## src/shared/pin_mux_pkg.sv

```systemverilog
// constants, register map and types for the strap and pin multiplexer
// assumes one processor clock and an active-low asynchronous master reset
//
// Summary of operation
// (RL1) strap pins are sampled only during reset, then act as flags
// (RL2) memory mode comes from the mode strap level taken at reset
// (RL3) memory mode never changes while running; only reset reselects it
// (RL4) strap low selects full memory mode with byte DMA and full bus
// (RL5) strap high selects host mode with host port and reduced bus
// (RL6) full mode drives a 14-bit address shared by all spaces
// (RL7) full mode uses 24-bit data; top 8 bits add byte addresses
// (RL8) host mode offers a 16-bit multiplexed address/data host port
// (RL9) host mode keeps only the lowest external address bit
// (RL10) host mode keeps only data lines 23 down to 8 externally
// (RL11) host drives select, latch, write and read to use the port
// (RL12) host mode drives an acknowledge telling the host it is served
// (RL13) outside logic decodes peripherals from address bit and selects
// (RL14) active-low space selects plus read and write enables are driven
// (RL15) shared interrupt two is edge or level sensitive, also flag 7
// (RL16) the two level interrupts on flags 5 and 6 are always level
// (RL17) the edge interrupt on flag 4 is always edge sensitive
// (RL18) bus request is answered by bus grant and grant hung outputs
// (RL19) three output-only flag pins are provided
// (RL20) serial port one pins become two interrupts, flag in, flag out
// (RL21) shared pins keep flag and interrupt; own flag output can interrupt
// (RL22) a software control setting picks serial or interrupt/flag use
// (RL23) bus setup is fixed at reset; serial pin use changes any time
// (RL24) strap values latch at reset release and hold until next reset
// (RL25) flag drivers on strap pins stay off while reset is asserted
package pin_mux_pkg;
  localparam int REG_AW = 4;
  localparam int REG_DW = 16;
  localparam logic [3:0] REG_FLAG_DIR = 4'h0;
  localparam logic [3:0] REG_FLAG_OUT = 4'h1;
  localparam logic [3:0] REG_FLAG_IN = 4'h2;
  localparam logic [3:0] REG_SYS_CFG = 4'h3;
  localparam logic [3:0] REG_IRQ_STAT = 4'h4;
  localparam logic [3:0] REG_MODE_STAT = 4'h5;
  localparam logic [7:0] FLAG_DIR_RST = 8'h00;
  localparam logic [7:0] FLAG_OUT_RST = 8'h00;
  localparam logic [2:0] OFLAG_RST = 3'h0;
  localparam logic [7:0] SYS_CFG_RST = 8'h30;
  localparam logic [5:0] IRQ_IDLE = 6'h3F;
  localparam int MODE_BIT = 2;
  localparam int CFG_IRQ_CFG_TWO_N_EDGE = 0;
  localparam int CFG_ALT0_EDGE = 1;
  localparam int CFG_ALT1_EDGE = 2;
  localparam int CFG_ALT_EN = 3;
  localparam int CFG_CMS_LSB = 4;
  localparam logic [1:0] SPACE_DATA = 2'h0;
  localparam logic [1:0] SPACE_PROG = 2'h1;
  localparam logic [1:0] SPACE_IO = 2'h2;
  localparam logic [1:0] SPACE_BYTE = 2'h3;
  typedef enum logic [1:0] {
    ST_OWN = 2'b01,
    ST_GRANT = 2'b10
  } bus_state_t;
endpackage

```

## src/core/boot_mode_strap_pin_mux.sv

```systemverilog
// strap capture, flag pins, interrupt pin conditioning, memory bus pin mux,
// host port front end and bus request/grant of the processor
// assumes all pin inputs synchronous to i_sys_clk; pad logic joins oe/out/in
//
// Local design decisions: the register addresses and the strobed register port.
`timescale 1ns/1ns
module boot_mode_strap_pin_mux (
  input wire logic i_sys_clk,
  input wire logic i_rstn,
  input wire logic [3:0] i_reg_addr,
  input wire logic [15:0] i_reg_wdata,
  input wire logic i_reg_wr,
  input wire logic i_reg_rd,
  output logic [15:0] o_reg_rdata,
  input wire logic [7:0] i_gp_flag,
  output logic [7:0] o_gp_flag,
  output logic [7:0] o_gp_flag_oe,
  output logic [2:0] o_output_only_flags,
  input wire logic [1:0] i_serial_alt_irqs_n,
  input wire logic i_serial_alt_flag_in,
  output logic o_serial_alt_flag_out,
  output logic o_serial_alt_en,
  output logic [5:0] o_irq_req,
  output logic o_host_mode,
  input wire logic i_mem_req,
  input wire logic i_mem_wr,
  input wire logic [1:0] i_mem_space,
  input wire logic [13:0] i_mem_addr,
  input wire logic [7:0] i_mem_byte_hi,
  input wire logic [23:0] i_mem_wdata,
  output logic [23:0] o_mem_rdata,
  output logic [13:0] o_ext_address_bus,
  input wire logic [23:0] i_ext_data_bus,
  output logic [23:0] o_ext_data_bus,
  output logic [23:0] o_ext_data_oe,
  output logic o_data_space_select_n,
  output logic o_program_space_select_n,
  output logic o_io_space_select_n,
  output logic o_byte_space_select_n,
  output logic o_combined_space_select_n,
  output logic o_mem_read_n,
  output logic o_mem_write_n,
  input wire logic i_bus_request_n,
  output logic o_bus_grant_n,
  output logic o_bus_grant_hung_n,
  input wire logic [15:0] i_host_port_addr_data,
  output logic [15:0] o_host_port_addr_data,
  output logic o_host_port_addr_data_oe,
  input wire logic i_host_port_select_n,
  input wire logic i_host_port_addr_latch,
  input wire logic i_host_port_write_n,
  input wire logic i_host_port_read_n,
  output logic o_host_port_ack_n,
  output logic [15:0] o_dma_addr,
  output logic [15:0] o_dma_wdata,
  output logic o_dma_wr,
  output logic o_dma_rd,
  input wire logic [15:0] i_dma_rdata
);

  function automatic logic [3:0] space_dec(input logic [1:0] space);
    space_dec = 4'h1 << space;
  endfunction

  // strap capture: tracks pins on every edge while reset holds; the last
  // sample is the edge that releases reset, before the strap driver lets go
  logic strap_taken;
  logic [2:0] strap;
  always_ff @(posedge i_sys_clk or negedge i_rstn) begin
    if (!i_rstn) begin
      strap_taken <= 1'b0;
    end else begin
      strap_taken <= 1'b1; // RL24
    end
  end
  always_ff @(posedge i_sys_clk) begin
    if (!i_rstn) begin
      strap <= i_gp_flag[2:0]; // RL1 RL24
    end
  end
  wire host_mode = strap[pin_mux_pkg::MODE_BIT]; // RL2 RL3 RL4 RL5

  // software registers
  logic [7:0] flag_dir;
  logic [7:0] flag_out;
  logic [2:0] oflags;
  logic alt_fo;
  logic [7:0] sys_cfg;
  logic [5:0] edge_pend;
  logic [5:0] src_prev;
  wire wr_dir = i_reg_wr && (i_reg_addr == pin_mux_pkg::REG_FLAG_DIR);
  wire wr_out = i_reg_wr && (i_reg_addr == pin_mux_pkg::REG_FLAG_OUT);
  wire wr_cfg = i_reg_wr && (i_reg_addr == pin_mux_pkg::REG_SYS_CFG);
  wire wr_clr = i_reg_wr && (i_reg_addr == pin_mux_pkg::REG_IRQ_STAT);
  wire alt_en = sys_cfg[pin_mux_pkg::CFG_ALT_EN]; // RL22 RL23

  // pin level as seen by the core, including our own drive
  wire [7:0] pin_lvl = (o_gp_flag_oe & o_gp_flag) |
    (~o_gp_flag_oe & i_gp_flag); // RL21
  // active-low request sources: edge, lvl a, lvl b, irq_cfg_two_n, alt0, alt1
  wire [1:0] alt_src = alt_en ? i_serial_alt_irqs_n : 2'h3; // RL20
  wire [5:0] src = {alt_src, pin_lvl[7:4]};
  wire [5:0] edge_mode = {sys_cfg[pin_mux_pkg::CFG_ALT1_EDGE],
    sys_cfg[pin_mux_pkg::CFG_ALT0_EDGE],
    sys_cfg[pin_mux_pkg::CFG_IRQ_CFG_TWO_N_EDGE], 3'b001}; // RL15 RL16 RL17
  wire [5:0] pend_set = src_prev & ~src & edge_mode;
  wire [5:0] pend_clr = wr_clr ? i_reg_wdata[5:0] : 6'h00;
  // a new edge beats a clear in the same cycle
  wire [5:0] next_edge_pend = (edge_pend & ~pend_clr) | pend_set;
  wire [5:0] next_irq_req = (edge_mode & edge_pend) |
    (~edge_mode & ~src); // RL16

  always_ff @(posedge i_sys_clk or negedge i_rstn) begin
    if (!i_rstn) begin
      flag_dir <= pin_mux_pkg::FLAG_DIR_RST;
      flag_out <= pin_mux_pkg::FLAG_OUT_RST;
      oflags <= pin_mux_pkg::OFLAG_RST;
      alt_fo <= 1'b0;
      sys_cfg <= pin_mux_pkg::SYS_CFG_RST;
      edge_pend <= 6'h00;
      src_prev <= pin_mux_pkg::IRQ_IDLE;
      o_irq_req <= 6'h00;
    end else begin
      if (wr_dir) begin
        flag_dir <= i_reg_wdata[7:0];
      end
      if (wr_out) begin
        flag_out <= i_reg_wdata[7:0];
        oflags <= i_reg_wdata[10:8]; // RL19
        alt_fo <= i_reg_wdata[11];
      end
      if (wr_cfg) begin
        sys_cfg <= i_reg_wdata[7:0]; // RL22 RL23
      end
      edge_pend <= next_edge_pend; // RL17
      src_prev <= src;
      o_irq_req <= next_irq_req; // RL15 RL21
    end
  end

  // flag pin drivers; strap pins stay undriven until the strap is frozen
  always_ff @(posedge i_sys_clk or negedge i_rstn) begin
    if (!i_rstn) begin
      o_gp_flag <= 8'h00;
      o_gp_flag_oe <= 8'h00;
      o_output_only_flags <= pin_mux_pkg::OFLAG_RST;
      o_serial_alt_flag_out <= 1'b0;
      o_serial_alt_en <= 1'b0;
      o_host_mode <= 1'b0;
    end else begin
      o_gp_flag <= flag_out;
      o_gp_flag_oe <= strap_taken ? flag_dir : 8'h00; // RL25 RL1
      o_output_only_flags <= oflags; // RL19
      o_serial_alt_flag_out <= alt_en & alt_fo; // RL20
      o_serial_alt_en <= alt_en; // RL22
      o_host_mode <= strap_taken & host_mode; // RL3
    end
  end

  // bus request / grant
  pin_mux_pkg::bus_state_t bus_state;
  pin_mux_pkg::bus_state_t next_bus_state;
  always_comb begin
    next_bus_state = bus_state;
    case (bus_state)
      pin_mux_pkg::ST_OWN: begin
        if (!i_bus_request_n && !i_mem_req) begin
          next_bus_state = pin_mux_pkg::ST_GRANT; // RL18
        end
      end
      pin_mux_pkg::ST_GRANT: begin
        if (i_bus_request_n) begin
          next_bus_state = pin_mux_pkg::ST_OWN;
        end
      end
      default: next_bus_state = pin_mux_pkg::ST_OWN;
    endcase
  end
  wire granted = (bus_state == pin_mux_pkg::ST_GRANT);

  // memory bus pin mux
  wire drive = strap_taken && !granted && i_mem_req;
  wire [3:0] sel = drive ? space_dec(i_mem_space) : 4'h0; // RL14
  wire byte_acc = (i_mem_space == pin_mux_pkg::SPACE_BYTE);
  wire [3:0] cms_en = sys_cfg[pin_mux_pkg::CFG_CMS_LSB +: 4];
  wire [15:0] wr_lanes = (drive && i_mem_wr) ? 16'hFFFF : 16'h0000;
  wire [7:0] hi_lanes = (drive && byte_acc) ? 8'hFF : wr_lanes[7:0];
  wire [13:0] full_addr = i_mem_addr; // RL6
  wire [13:0] host_addr = {13'h0000, i_mem_addr[0]}; // RL9 RL13
  wire [23:0] full_data = byte_acc ?
    {i_mem_byte_hi, i_mem_wdata[15:0]} : i_mem_wdata; // RL7
  wire [23:0] host_data = {i_mem_wdata[15:0], 8'h00}; // RL10
  wire [23:0] full_oe = {hi_lanes, wr_lanes}; // RL7
  wire [23:0] host_oe = {wr_lanes, 8'h00}; // RL10
  wire [23:0] rdata_mux = host_mode ?
    {8'h00, i_ext_data_bus[23:8]} : i_ext_data_bus;

  always_ff @(posedge i_sys_clk or negedge i_rstn) begin
    if (!i_rstn) begin
      bus_state <= pin_mux_pkg::ST_OWN;
      o_bus_grant_n <= 1'b1;
      o_bus_grant_hung_n <= 1'b1;
    end else begin
      bus_state <= next_bus_state;
      o_bus_grant_n <= (next_bus_state != pin_mux_pkg::ST_GRANT); // RL18
      o_bus_grant_hung_n <= !(granted && i_mem_req); // RL18
    end
  end

  always_ff @(posedge i_sys_clk or negedge i_rstn) begin
    if (!i_rstn) begin
      o_ext_address_bus <= 14'h0000;
      o_ext_data_bus <= 24'h000000;
      o_ext_data_oe <= 24'h000000;
      o_data_space_select_n <= 1'b1;
      o_program_space_select_n <= 1'b1;
      o_io_space_select_n <= 1'b1;
      o_byte_space_select_n <= 1'b1;
      o_combined_space_select_n <= 1'b1;
      o_mem_read_n <= 1'b1;
      o_mem_write_n <= 1'b1;
      o_mem_rdata <= 24'h000000;
    end else begin
      o_ext_address_bus <= host_mode ? host_addr : full_addr; // RL6 RL9
      o_ext_data_bus <= host_mode ? host_data : full_data;
      o_ext_data_oe <= host_mode ? host_oe : full_oe; // RL7 RL10
      o_data_space_select_n <= !sel[pin_mux_pkg::SPACE_DATA]; // RL14
      o_program_space_select_n <= !sel[pin_mux_pkg::SPACE_PROG];
      o_io_space_select_n <= !sel[pin_mux_pkg::SPACE_IO];
      o_byte_space_select_n <= !sel[pin_mux_pkg::SPACE_BYTE];
      o_combined_space_select_n <= !(|(sel & cms_en)); // RL14
      o_mem_read_n <= !(drive && !i_mem_wr);
      o_mem_write_n <= !(drive && i_mem_wr);
      o_mem_rdata <= rdata_mux;
    end
  end

  // host port front end, live only in host mode
  logic hp_wr_prev;
  logic hp_rd_prev;
  wire hp_sel = strap_taken && host_mode && !i_host_port_select_n; // RL11
  wire hp_wr_fall = hp_sel && hp_wr_prev && !i_host_port_write_n;
  wire hp_rd_fall = hp_sel && hp_rd_prev && !i_host_port_read_n;
  wire hp_rd_rise = hp_sel && !hp_rd_prev && i_host_port_read_n;
  wire hp_busy = hp_sel && (!i_host_port_write_n || !i_host_port_read_n);
  wire [15:0] dma_inc = 16'(o_dma_addr + 16'h0001);
  wire [15:0] next_dma_addr = (hp_sel && i_host_port_addr_latch) ?
    i_host_port_addr_data : ((hp_wr_fall || hp_rd_rise) ?
    dma_inc : o_dma_addr); // RL8

  always_ff @(posedge i_sys_clk or negedge i_rstn) begin
    if (!i_rstn) begin
      hp_wr_prev <= 1'b1;
      hp_rd_prev <= 1'b1;
      o_dma_addr <= 16'h0000;
      o_dma_wdata <= 16'h0000;
      o_dma_wr <= 1'b0;
      o_dma_rd <= 1'b0;
      o_host_port_addr_data <= 16'h0000;
      o_host_port_addr_data_oe <= 1'b0;
      o_host_port_ack_n <= 1'b1;
    end else begin
      hp_wr_prev <= i_host_port_write_n;
      hp_rd_prev <= i_host_port_read_n;
      o_dma_addr <= next_dma_addr; // RL8
      if (hp_wr_fall) begin
        o_dma_wdata <= i_host_port_addr_data;
      end
      o_dma_wr <= hp_wr_fall;
      o_dma_rd <= hp_rd_fall;
      o_host_port_addr_data <= i_dma_rdata;
      o_host_port_addr_data_oe <= hp_sel && !i_host_port_read_n; // RL8
      o_host_port_ack_n <= !hp_busy; // RL12
    end
  end

  // register read-back, valid only in the cycle after the read strobe
  wire [15:0] rd_mux =
    (i_reg_addr == pin_mux_pkg::REG_FLAG_DIR) ? {8'h00, flag_dir} :
    (i_reg_addr == pin_mux_pkg::REG_FLAG_OUT) ?
      {4'h0, alt_fo, oflags, flag_out} :
    (i_reg_addr == pin_mux_pkg::REG_FLAG_IN) ?
      {7'h00, i_serial_alt_flag_in, pin_lvl} :
    (i_reg_addr == pin_mux_pkg::REG_SYS_CFG) ? {8'h00, sys_cfg} :
    (i_reg_addr == pin_mux_pkg::REG_IRQ_STAT) ? {10'h000, o_irq_req} :
    (i_reg_addr == pin_mux_pkg::REG_MODE_STAT) ?
      {11'h000, granted, o_host_mode, strap} : 16'h0000;
  always_ff @(posedge i_sys_clk or negedge i_rstn) begin
    if (!i_rstn) begin
      o_reg_rdata <= 16'h0000;
    end else begin
      o_reg_rdata <= i_reg_rd ? rd_mux : 16'h0000;
    end
  end

  AST_STRAP_FROZEN: assert property (@(posedge i_sys_clk) // RL3
    disable iff (!i_rstn) strap_taken |=> $stable(strap))
    else $error("strap changed after reset release");
  AST_MODE_OUT: assert property (@(posedge i_sys_clk) // RL2
    disable iff (!i_rstn) strap_taken |=> o_host_mode == $past(host_mode))
    else $error("mode output differs from strap");
  AST_OE_IN_RESET: assert property (@(posedge i_sys_clk) // RL25
    disable iff (!i_rstn) !strap_taken |=> o_gp_flag_oe == 8'h00)
    else $error("flag driver on before strap frozen");
  AST_HOST_ADDR: assert property (@(posedge i_sys_clk) // RL9
    disable iff (!i_rstn) o_host_mode |-> o_ext_address_bus[13:1] == 13'h0)
    else $error("upper address driven in host mode");
  AST_HOST_DATA: assert property (@(posedge i_sys_clk) // RL10
    disable iff (!i_rstn) o_host_mode |-> o_ext_data_oe[7:0] == 8'h00)
    else $error("low data lanes driven in host mode");
  AST_FULL_ADDR: assert property (@(posedge i_sys_clk) // RL6
    disable iff (!i_rstn) (drive && !host_mode)
    |=> o_ext_address_bus == $past(i_mem_addr))
    else $error("full mode address not passed");
  AST_LEVEL_IRQ: assert property (@(posedge i_sys_clk) // RL16
    disable iff (!i_rstn) (!o_gp_flag_oe[5] && !i_gp_flag[5])
    |=> o_irq_req[1])
    else $error("level request not raised");
  AST_EDGE_IRQ: assert property (@(posedge i_sys_clk) // RL17
    disable iff (!i_rstn) (src_prev[0] && !src[0]) |-> ##2 o_irq_req[0])
    else $error("edge request not latched");
  AST_GRANT_IDLE: assert property (@(posedge i_sys_clk) // RL18
    disable iff (!i_rstn) !o_bus_grant_n
    |-> (o_ext_data_oe == 24'h0 && o_mem_read_n && o_mem_write_n))
    else $error("bus driven while granted");
  AST_HUNG: assert property (@(posedge i_sys_clk) // RL18
    disable iff (!i_rstn) (granted && i_mem_req) |=> !o_bus_grant_hung_n)
    else $error("grant hung not raised");
  AST_ACK: assert property (@(posedge i_sys_clk) // RL12
    disable iff (!i_rstn) hp_busy |=> !o_host_port_ack_n)
    else $error("host access not acknowledged");
  AST_ALT_FLAG_OFF: assert property (@(posedge i_sys_clk) // RL20
    disable iff (!i_rstn) !alt_en |=> !o_serial_alt_flag_out)
    else $error("alt flag out driven while alt use is off");
  AST_IRQ_CFG_TWO_N_EDGE: assert property (@(posedge i_sys_clk) // RL15
    disable iff (!i_rstn)
    (sys_cfg[pin_mux_pkg::CFG_IRQ_CFG_TWO_N_EDGE] && src_prev[3] && !src[3])
    |-> ##2 o_irq_req[3])
    else $error("irq two edge not latched");
  AST_DMA_STEP: assert property (@(posedge i_sys_clk) // RL8
    disable iff (!i_rstn) (hp_wr_fall && !i_host_port_addr_latch)
    |=> o_dma_addr == 16'($past(o_dma_addr) + 16'h0001))
    else $error("host address not stepped after write");
  AST_RDATA_IDLE: assert property (@(posedge i_sys_clk)
    disable iff (!i_rstn) !i_reg_rd |=> o_reg_rdata == 16'h0000)
    else $error("read data outside its cycle");

endmodule // boot_mode_strap_pin_mux

```

## config.mk

```make
export PLATFORM = sky130hd
export DESIGN_NAME = boot_mode_strap_pin_mux
export DESIGN_NICKNAME = d
export VERILOG_FILES = /design/src/shared/pin_mux_pkg.sv /design/src/core/boot_mode_strap_pin_mux.sv
export SDC_FILE = /design/constraint.sdc
export NUM_CORES = 1
export LEC_CHECK = 0
export BUFFER_PORTS_ARGS = -buffer_cell sky130_fd_sc_hd__buf_4
export CORE_AREA = 2 2 132 134
export DETAILED_ROUTE_END_ITERATION = 8
export DIE_AREA = 0 0 134 136
export PLACE_DENSITY = 0.81
export SETUP_SLACK_MARGIN = 0.02
export SLEW_MARGIN = 20
export SYNTH_ARGS = -nofsm -noshare
export SYNTH_HDL_FRONTEND = slang
export SYNTH_SLANG_ARGS = --single-unit
```

## constraint.sdc

```tcl
create_clock -name i_sys_clk -period 2.6 [get_ports i_sys_clk]
set_input_delay 0 -clock i_sys_clk [delete_from_list [all_inputs] [get_ports i_sys_clk]]
set_output_delay 0 -clock i_sys_clk [all_outputs]
set_load 0.1 [all_outputs]
```

==> results of run 1 <==
registers in the layout (all words and copies together) (netlist names), 4 cells and up:
| signal | count |
|---|---|
| edge_pend | 4 |
| flag_dir | 8 |
| flag_out | 8 |
| o_dma_addr | 16 |
| o_dma_wdata | 16 |
| o_ext_address_bus | 14 |
| o_ext_data_bus | 24 |
| o_gp_flag | 8 |
| o_gp_flag_oe | 8 |
| o_host_port_addr_data | 16 |
| o_irq_req | 6 |
| o_mem_rdata | 24 |
| o_reg_rdata | 12 |
| src_prev | 4 |
| sys_cfg | 8 |
worst min-delay path by stage:
stage               startpoint                               end  slack [ps]  cells after the start
global route            i_rstn          o_reg_rdata[9]$_DFF_PN0_          50                      2
global placement        i_rstn  o_output_only_flags[1]$_DFF_PN0_          10                      1
detailed placement      i_rstn  o_output_only_flags[1]$_DFF_PN0_           8                      1
floorplan               i_rstn                alt_fo$_DFFE_PN0P_        -300                      0
finish                  i_rstn          o_reg_rdata[9]$_DFF_PN0_          -1                      2
CTS                     i_rstn          o_reg_rdata[9]$_DFF_PN0_          30                      2
area by class of cell:
cell class	count	area [um2]	area share
Inverter	8	30.0	0.00229
Multi-Input combinational cell	359	2660	0.203
Clock inverter	9	149	0.0114
Sequential cell	210	5290	0.404
Timing Repair Buffer	486	4030	0.308
Clock buffer	32	659	0.0503
Tap cell	225	282	0.0215
cell usage in the layout, fill, tap and decap left out, types with 7 or more instances in the layout:
cell type,n
clkbuf_16,23
nand2_1,47
dlygate4sd3_1,146
o21ai_0,32
dfstp_2,19
nor2_1,19
mux2i_1,21
a21oi_1,10
nand2b_1,9
nand3_1,8
buf_4,338
dfrtp_1,188
mux2_2,76
and2_1,18
inv_1,7
nor2b_1,33
cells by family (layout without fill, tap and decap cells):
group                    count (synthesis)  in the layout  synth area share
AND/OR/NAND/NOR                        168            168             0.112
AO/OA/AOI/OAI                           83             83            0.0684
XOR/XNOR                                 2              2           0.00212
multiplexers                            98             98             0.132
other                                    2              5          0.000910
flip-flops                             210            210             0.641
adder cells (fa/ha/maj)                  3              3           0.00455
buffers and inverters                   57            535            0.0384
critical path, delay by kind of cell, from the launching register on:
| family | cells | cell delay [ps] |
|---|---|---|
| flops | 1 | 420 |
| simple gates | 1 | 200 |
| compound gates | 3 | 660 |
| buf+inv | 2 | 950 |
routing by layer:
layer	wire length, um	track usage
met1	9790	0.348
met3	1910	0.0593
met5	0	0
met4	863	0.102
met2	13300	0.495
power groups by stage:
stage,registers (uW),logic [uW],clock network [uW]
2_1_floorplan,6500,853,0
3_3_place_gp,4150,4210,0
3_5_place_dp,4180,4250,0
4_1_cts,4130,4460,3460
5_1_grt,4210,4640,3610
6_report,4150,4490,3400
timing repair:
item	in CTS	in global routing
endpoints found under the hold margin	344	0
endpoints found under the setup margin	0	0
hold buffers	146	0
through the flow:
stage | power (uW) | util | cells
after floorplan | 7360 | - | 626
after global routing | 12500 | 0.776 | 1329
after CTS | 12000 | 0.776 | 1329
final | 12000 | 0.776 | 1329
after detailed placement | 8430 | 0.642 | 1142
after global placement | 8360 | 0.642 | 1142
==> flow_summary.yaml, run 1 <==
synth:
  synth_flop_cell: "dfrtp_1"
  yosysMostFrequentCell: "dfrtp_1"
  synth_area_leaders: "dfrtp_1 (57%), mux2_2 (10%), dfstp_2 (6.0%), mux2i_1 (2.5%), nor2b_1 (2.5%)"
  ys_seq_elements: 210
  yosysWarnings: 0
  synth_cells: 623
  synth-edff-count: 3
  async_reset_ff_frac: 0.986
  seq_area_frac_synth: 0.641
  synth.distinct_cells: 59
  netlist.area_leader.share: 0.570
  synthTopCellsByCount: "dfrtp_1 (188), mux2_2 (76), nand2_1 (47)"
  netlist_area_um2: 8250
  synth_area_per_cell_um2: 13.2
  synth_area_leader_cell: "dfrtp_1"
timing:
  rsz0062_at_grt: "no"
  fmax_mhz: 433
  setup_tns_ps: 0
  setup_viol: 0
  fin_crit_ps: 2310
  setup_ws_ps: 292
  tightest_slew_ps: 582
  skew_ps: 26.6
  hold_viol: 1
  max_slew_margin: 0.611
  hold_slack_ps: -1.40
  finalCritPeriodShare: 0.888
  slew_viol_final: 0
floorplanning:
  die-area_um2: 18200
  die_h_um: 136
  coreArea_um2: 16900
  die_x_um: 134
  boundaryPins: 337
  start_util: 0.489
  fp-row-count: 48
worst_setup_path:
  path_cells: "buf_4 > and2_1 > o221ai_1 > a311o_1 > dlygate4sd3_1 > a21oi_1"
  crit_arrival_ps: 2750
  r2r_end: "o_reg_rdata[2]$_DFF_PN0_"
  critPathCapture: "o_reg_rdata[2]$_DFF_PN0_"
  cp.required_ps: 3040
  critPathLaunch: "strap[2]$_DFFE_PN_"
  max_stage_delay_ps: 570
  cpMaxStageDelayCell: "dlygate4sd3_1"
  r2r_setup_slack_ps: 290
  setup.worst_path.start_class: "register"
  r2r_cells: 6
  rr_startpoint: "strap[2]$_DFFE_PN_"
  cp-end-kind: "register"
  critPathKind: "reg2reg"
  cp_max_fo: 31
power:
  powerDensity_nw_per_um2: 919
  clkPwrFrac: 0.282
  leakagePower_uw: 0.00619
  p_int_uw: 7020
  sw_frac_of_total: 0.417
  irDropWorstVdd_mv: 0.738
  combPwrFrac: 0.373
  power.switching_uw: 5020
  seqPwrFrac: 0.345
finish:
  stdcell_area_um2: 13100
  nFillCells: 996
  n_antenna_cell: 0
  fin_nets: 1237
  drive_gt1_frac: 0.434
  area_growth_pct: 58.7
clock_network:
  path_clk_slew_ps: 60
  cts.repair.resized: 0
  htreeDepth: 1
  clk_latency_ps: 520
  cts_tree: "yes"
  postCtsSetupBuffers: 0
  clockRootBuffer: "clkbuf_16"
  cts_buffer_depth: 3
  clock_sinks: 210
  numCtsBuffers: 23
grt:
  grt_max_degree: 83
  grt_use_total: 0.283
  grt_pass1_wl_um: 40100
  overflow: 0
  grt_pass1_vias: 7355
  antenna_found_initial: 0
detailed_routing:
  antenna_left: 0
  vias: 6977
  avgViaCountPerCell: 5.25
  drtIter0Drc: 298
  first_pass_iters: 5
  wirelength_um: 25800
  drc: 0
  routedWlPerCell_um: 19.4
outcome:
  violations: "hold timing"
  outcome: "finished with violations"
placed_design:
  io_buffers: 328
  place_ws_ps: 632
  placed_cell_area_um2: 10800
  gp_congestion: 0.869
  dp.final_hpwl_um: 15900
hold_path:
  hold_path_class: "in2async"
flow_run:
  cap_violations: 0
Note: power is estimated with default switching activity, not from simulation.
==> run 2: changes to the inputs <==
--- a/config.mk
+++ b/config.mk
@@ -10,7 +10,7 @@
 export DETAILED_ROUTE_END_ITERATION = 8
 export DIE_AREA = 0 0 134 136
 export PLACE_DENSITY = 0.81
-export SETUP_SLACK_MARGIN = 0.02
+export REMOVE_ABC_BUFFERS = 1
 export SLEW_MARGIN = 20
 export SYNTH_ARGS = -nofsm -noshare
 export SYNTH_HDL_FRONTEND = slang
==> flow_summary.yaml, run 2 (synthesis gave the netlist of run 1 again) <==
floorplanning:
  start_util: 0.489
  die-area_um2: 18200
  boundaryPins: 337
  die_h_um: 136
  coreArea_um2: 16900
  fp-row-count: 48
  die_x_um: 134
detailed_routing:
  avgViaCountPerCell: 5.16
  vias: 6822
  first_pass_iters: 4
  drc: 0
  drtIter0Drc: 326
  antenna_left: 0
  routedWlPerCell_um: 19.1
  wirelength_um: 25300
clock_network:
  htreeDepth: 1
  clock_sinks: 210
  cts_tree: "yes"
  cts_buffer_depth: 3
  postCtsSetupBuffers: 0
  numCtsBuffers: 22
  cts.repair.resized: 0
  clk_latency_ps: 520
  path_clk_slew_ps: 60
  clockRootBuffer: "clkbuf_16"
power:
  leakagePower_uw: 0.00614
  powerDensity_nw_per_um2: 918
  irDropWorstVdd_mv: 0.684
placed_design:
  gp_congestion: 0.874
  dp.final_hpwl_um: 15200
  place_ws_ps: 506
  io_buffers: 328
  dp_cells: 1140
timing:
  fin_crit_ps: 2250
  setup_tns_ps: 0
  setup_ws_ps: 350
  hold_viol: 0
  tightest_slew_ps: 725
  slew_viol_final: 0
  max_slew_margin: 0.504
  rsz0062_at_grt: "no"
  finalCritPeriodShare: 0.865
  hold_slack_ps: 17.5
  skew_ps: 26.6
  fmax_mhz: 444
  setup_viol: 0
grt:
  overflow: 0
  antenna_found_initial: 2
  grt_use_total: 0.276
  grt_pass1_wl_um: 39200
  grt_pass1_vias: 7340
  grt_max_degree: 79
worst_setup_path:
  cp.required_ps: 2980
  cp_max_fo: 71
  setup.worst_path.start_class: "register"
  crit_arrival_ps: 2630
  cp-end-kind: "register"
  critPathKind: "reg2reg"
finish:
  fin_nets: 1229
  finish.utilization: 0.772
  final_common_cell: "buf_4"
  area_growth_pct: 57.7
  top_regs: "o_ext_data_bus (24), o_mem_rdata (24)"
  final_cell_mix: "buf_4 (336), dfrtp_1 (188), dlygate4sd3_1 (141), mux2_2 (76), nand2_1 (47)"
  stdcell_count: 1323
  drive_gt1_frac: 0.436
outcome:
  outcome: "finished, final reports clean"
hold_path:
  hold_path_class: "in2async"
flow_run:
  cap_violations: 0
## run 2: cell count changes in the layout (fill, tap and decap cells not counted), moves of 2 or more
cell / previous run / this run
diode_2: 0 / 2
clkinv_2: 3 / 1
clkbuf_1: 4 / 2
dlygate4sd3_1: 146 / 141
clkinv_4: 0 / 2
buf_4: 338 / 336
clkinvlp_4: 1 / 3
## run 2: final cells by class
type / count / area, um2
diodes: 2 / 5.00
well taps: 225 / 282
repair buffers: 479 / 3970
clock inverters: 9 / 121
multi-input cells: 359 / 2660
flip-flops and latches: 210 / 5290
fillers: 955 / 3860
clock buffers: 31 / 666
inverters: 8 / 30.0
## run 2: stage by stage
stage / total power (uW) / instance area (um2)
finish: 12000 / 13000
global route: 12400 / 13000
CTS: 11900 / 13000
detailed placement: 8420 / 10800
global placement: 8360 / 10800
floorplan: 7310 / 7980
## run 2: timing repair
| item | CTS | global route |
|---|---|---|
| endpoints found under the setup margin | 0 | 0 |
| endpoints found under the hold margin | 346 | 0 |
| hold buffers | 141 | 0 |
## run 2: worst paths after layout
kind / start / to / slack [ps] / depth (start not counted)
max: strap[2]$_DFFE_PN_ / o_mem_rdata[5]$_DFF_PN0_ / 350 / 3
min: i_rstn / o_host_port_addr_data[6]$_DFF_PN0_ / 20 / 2
max reg2reg: strap[2]$_DFFE_PN_ / o_mem_rdata[5]$_DFF_PN0_ / 350 / 3
min reg2reg: edge_pend[0]$_DFF_PN0_ / o_irq_req[0]$_DFF_PN0_ / 390 / 0
max in group asynchronous: i_rstn / src_prev[0]$_DFF_PN1_ / 1620 / 3
min in group i_sys_clk: i_host_port_select_n / o_dma_addr[4]$_DFFE_PN0P_ / 60 / 5
## run 2: critical path, stage by stage (launching register included)
cell and delay, ps:
edfxtp_1 450, buf_4 620, mux2_2 430, dlygate4sd3_1 590
## run 2: report_power, final
| part | total, uW | internal [uW] | switching, uW | leakage (uW) |
|---|---|---|---|---|
| registers | 4150 | 3780 | 365 | 0.00253 |
| clock network | 3330 | 2000 | 1330 | 0.000377 |
| logic | 4480 | 1140 | 3340 | 0.00323 |
## run 2: per-layer routing
metal / vias up / GRT usage / share of wire
met5: - / 0 / 0
met1: 3350 / 0.319 / 0.37
li1: 3071 / - / -
met4: 0 / 0.120 / 0.040
met2: 319 / 0.492 / 0.52
met3: 82 / 0.0671 / 0.074
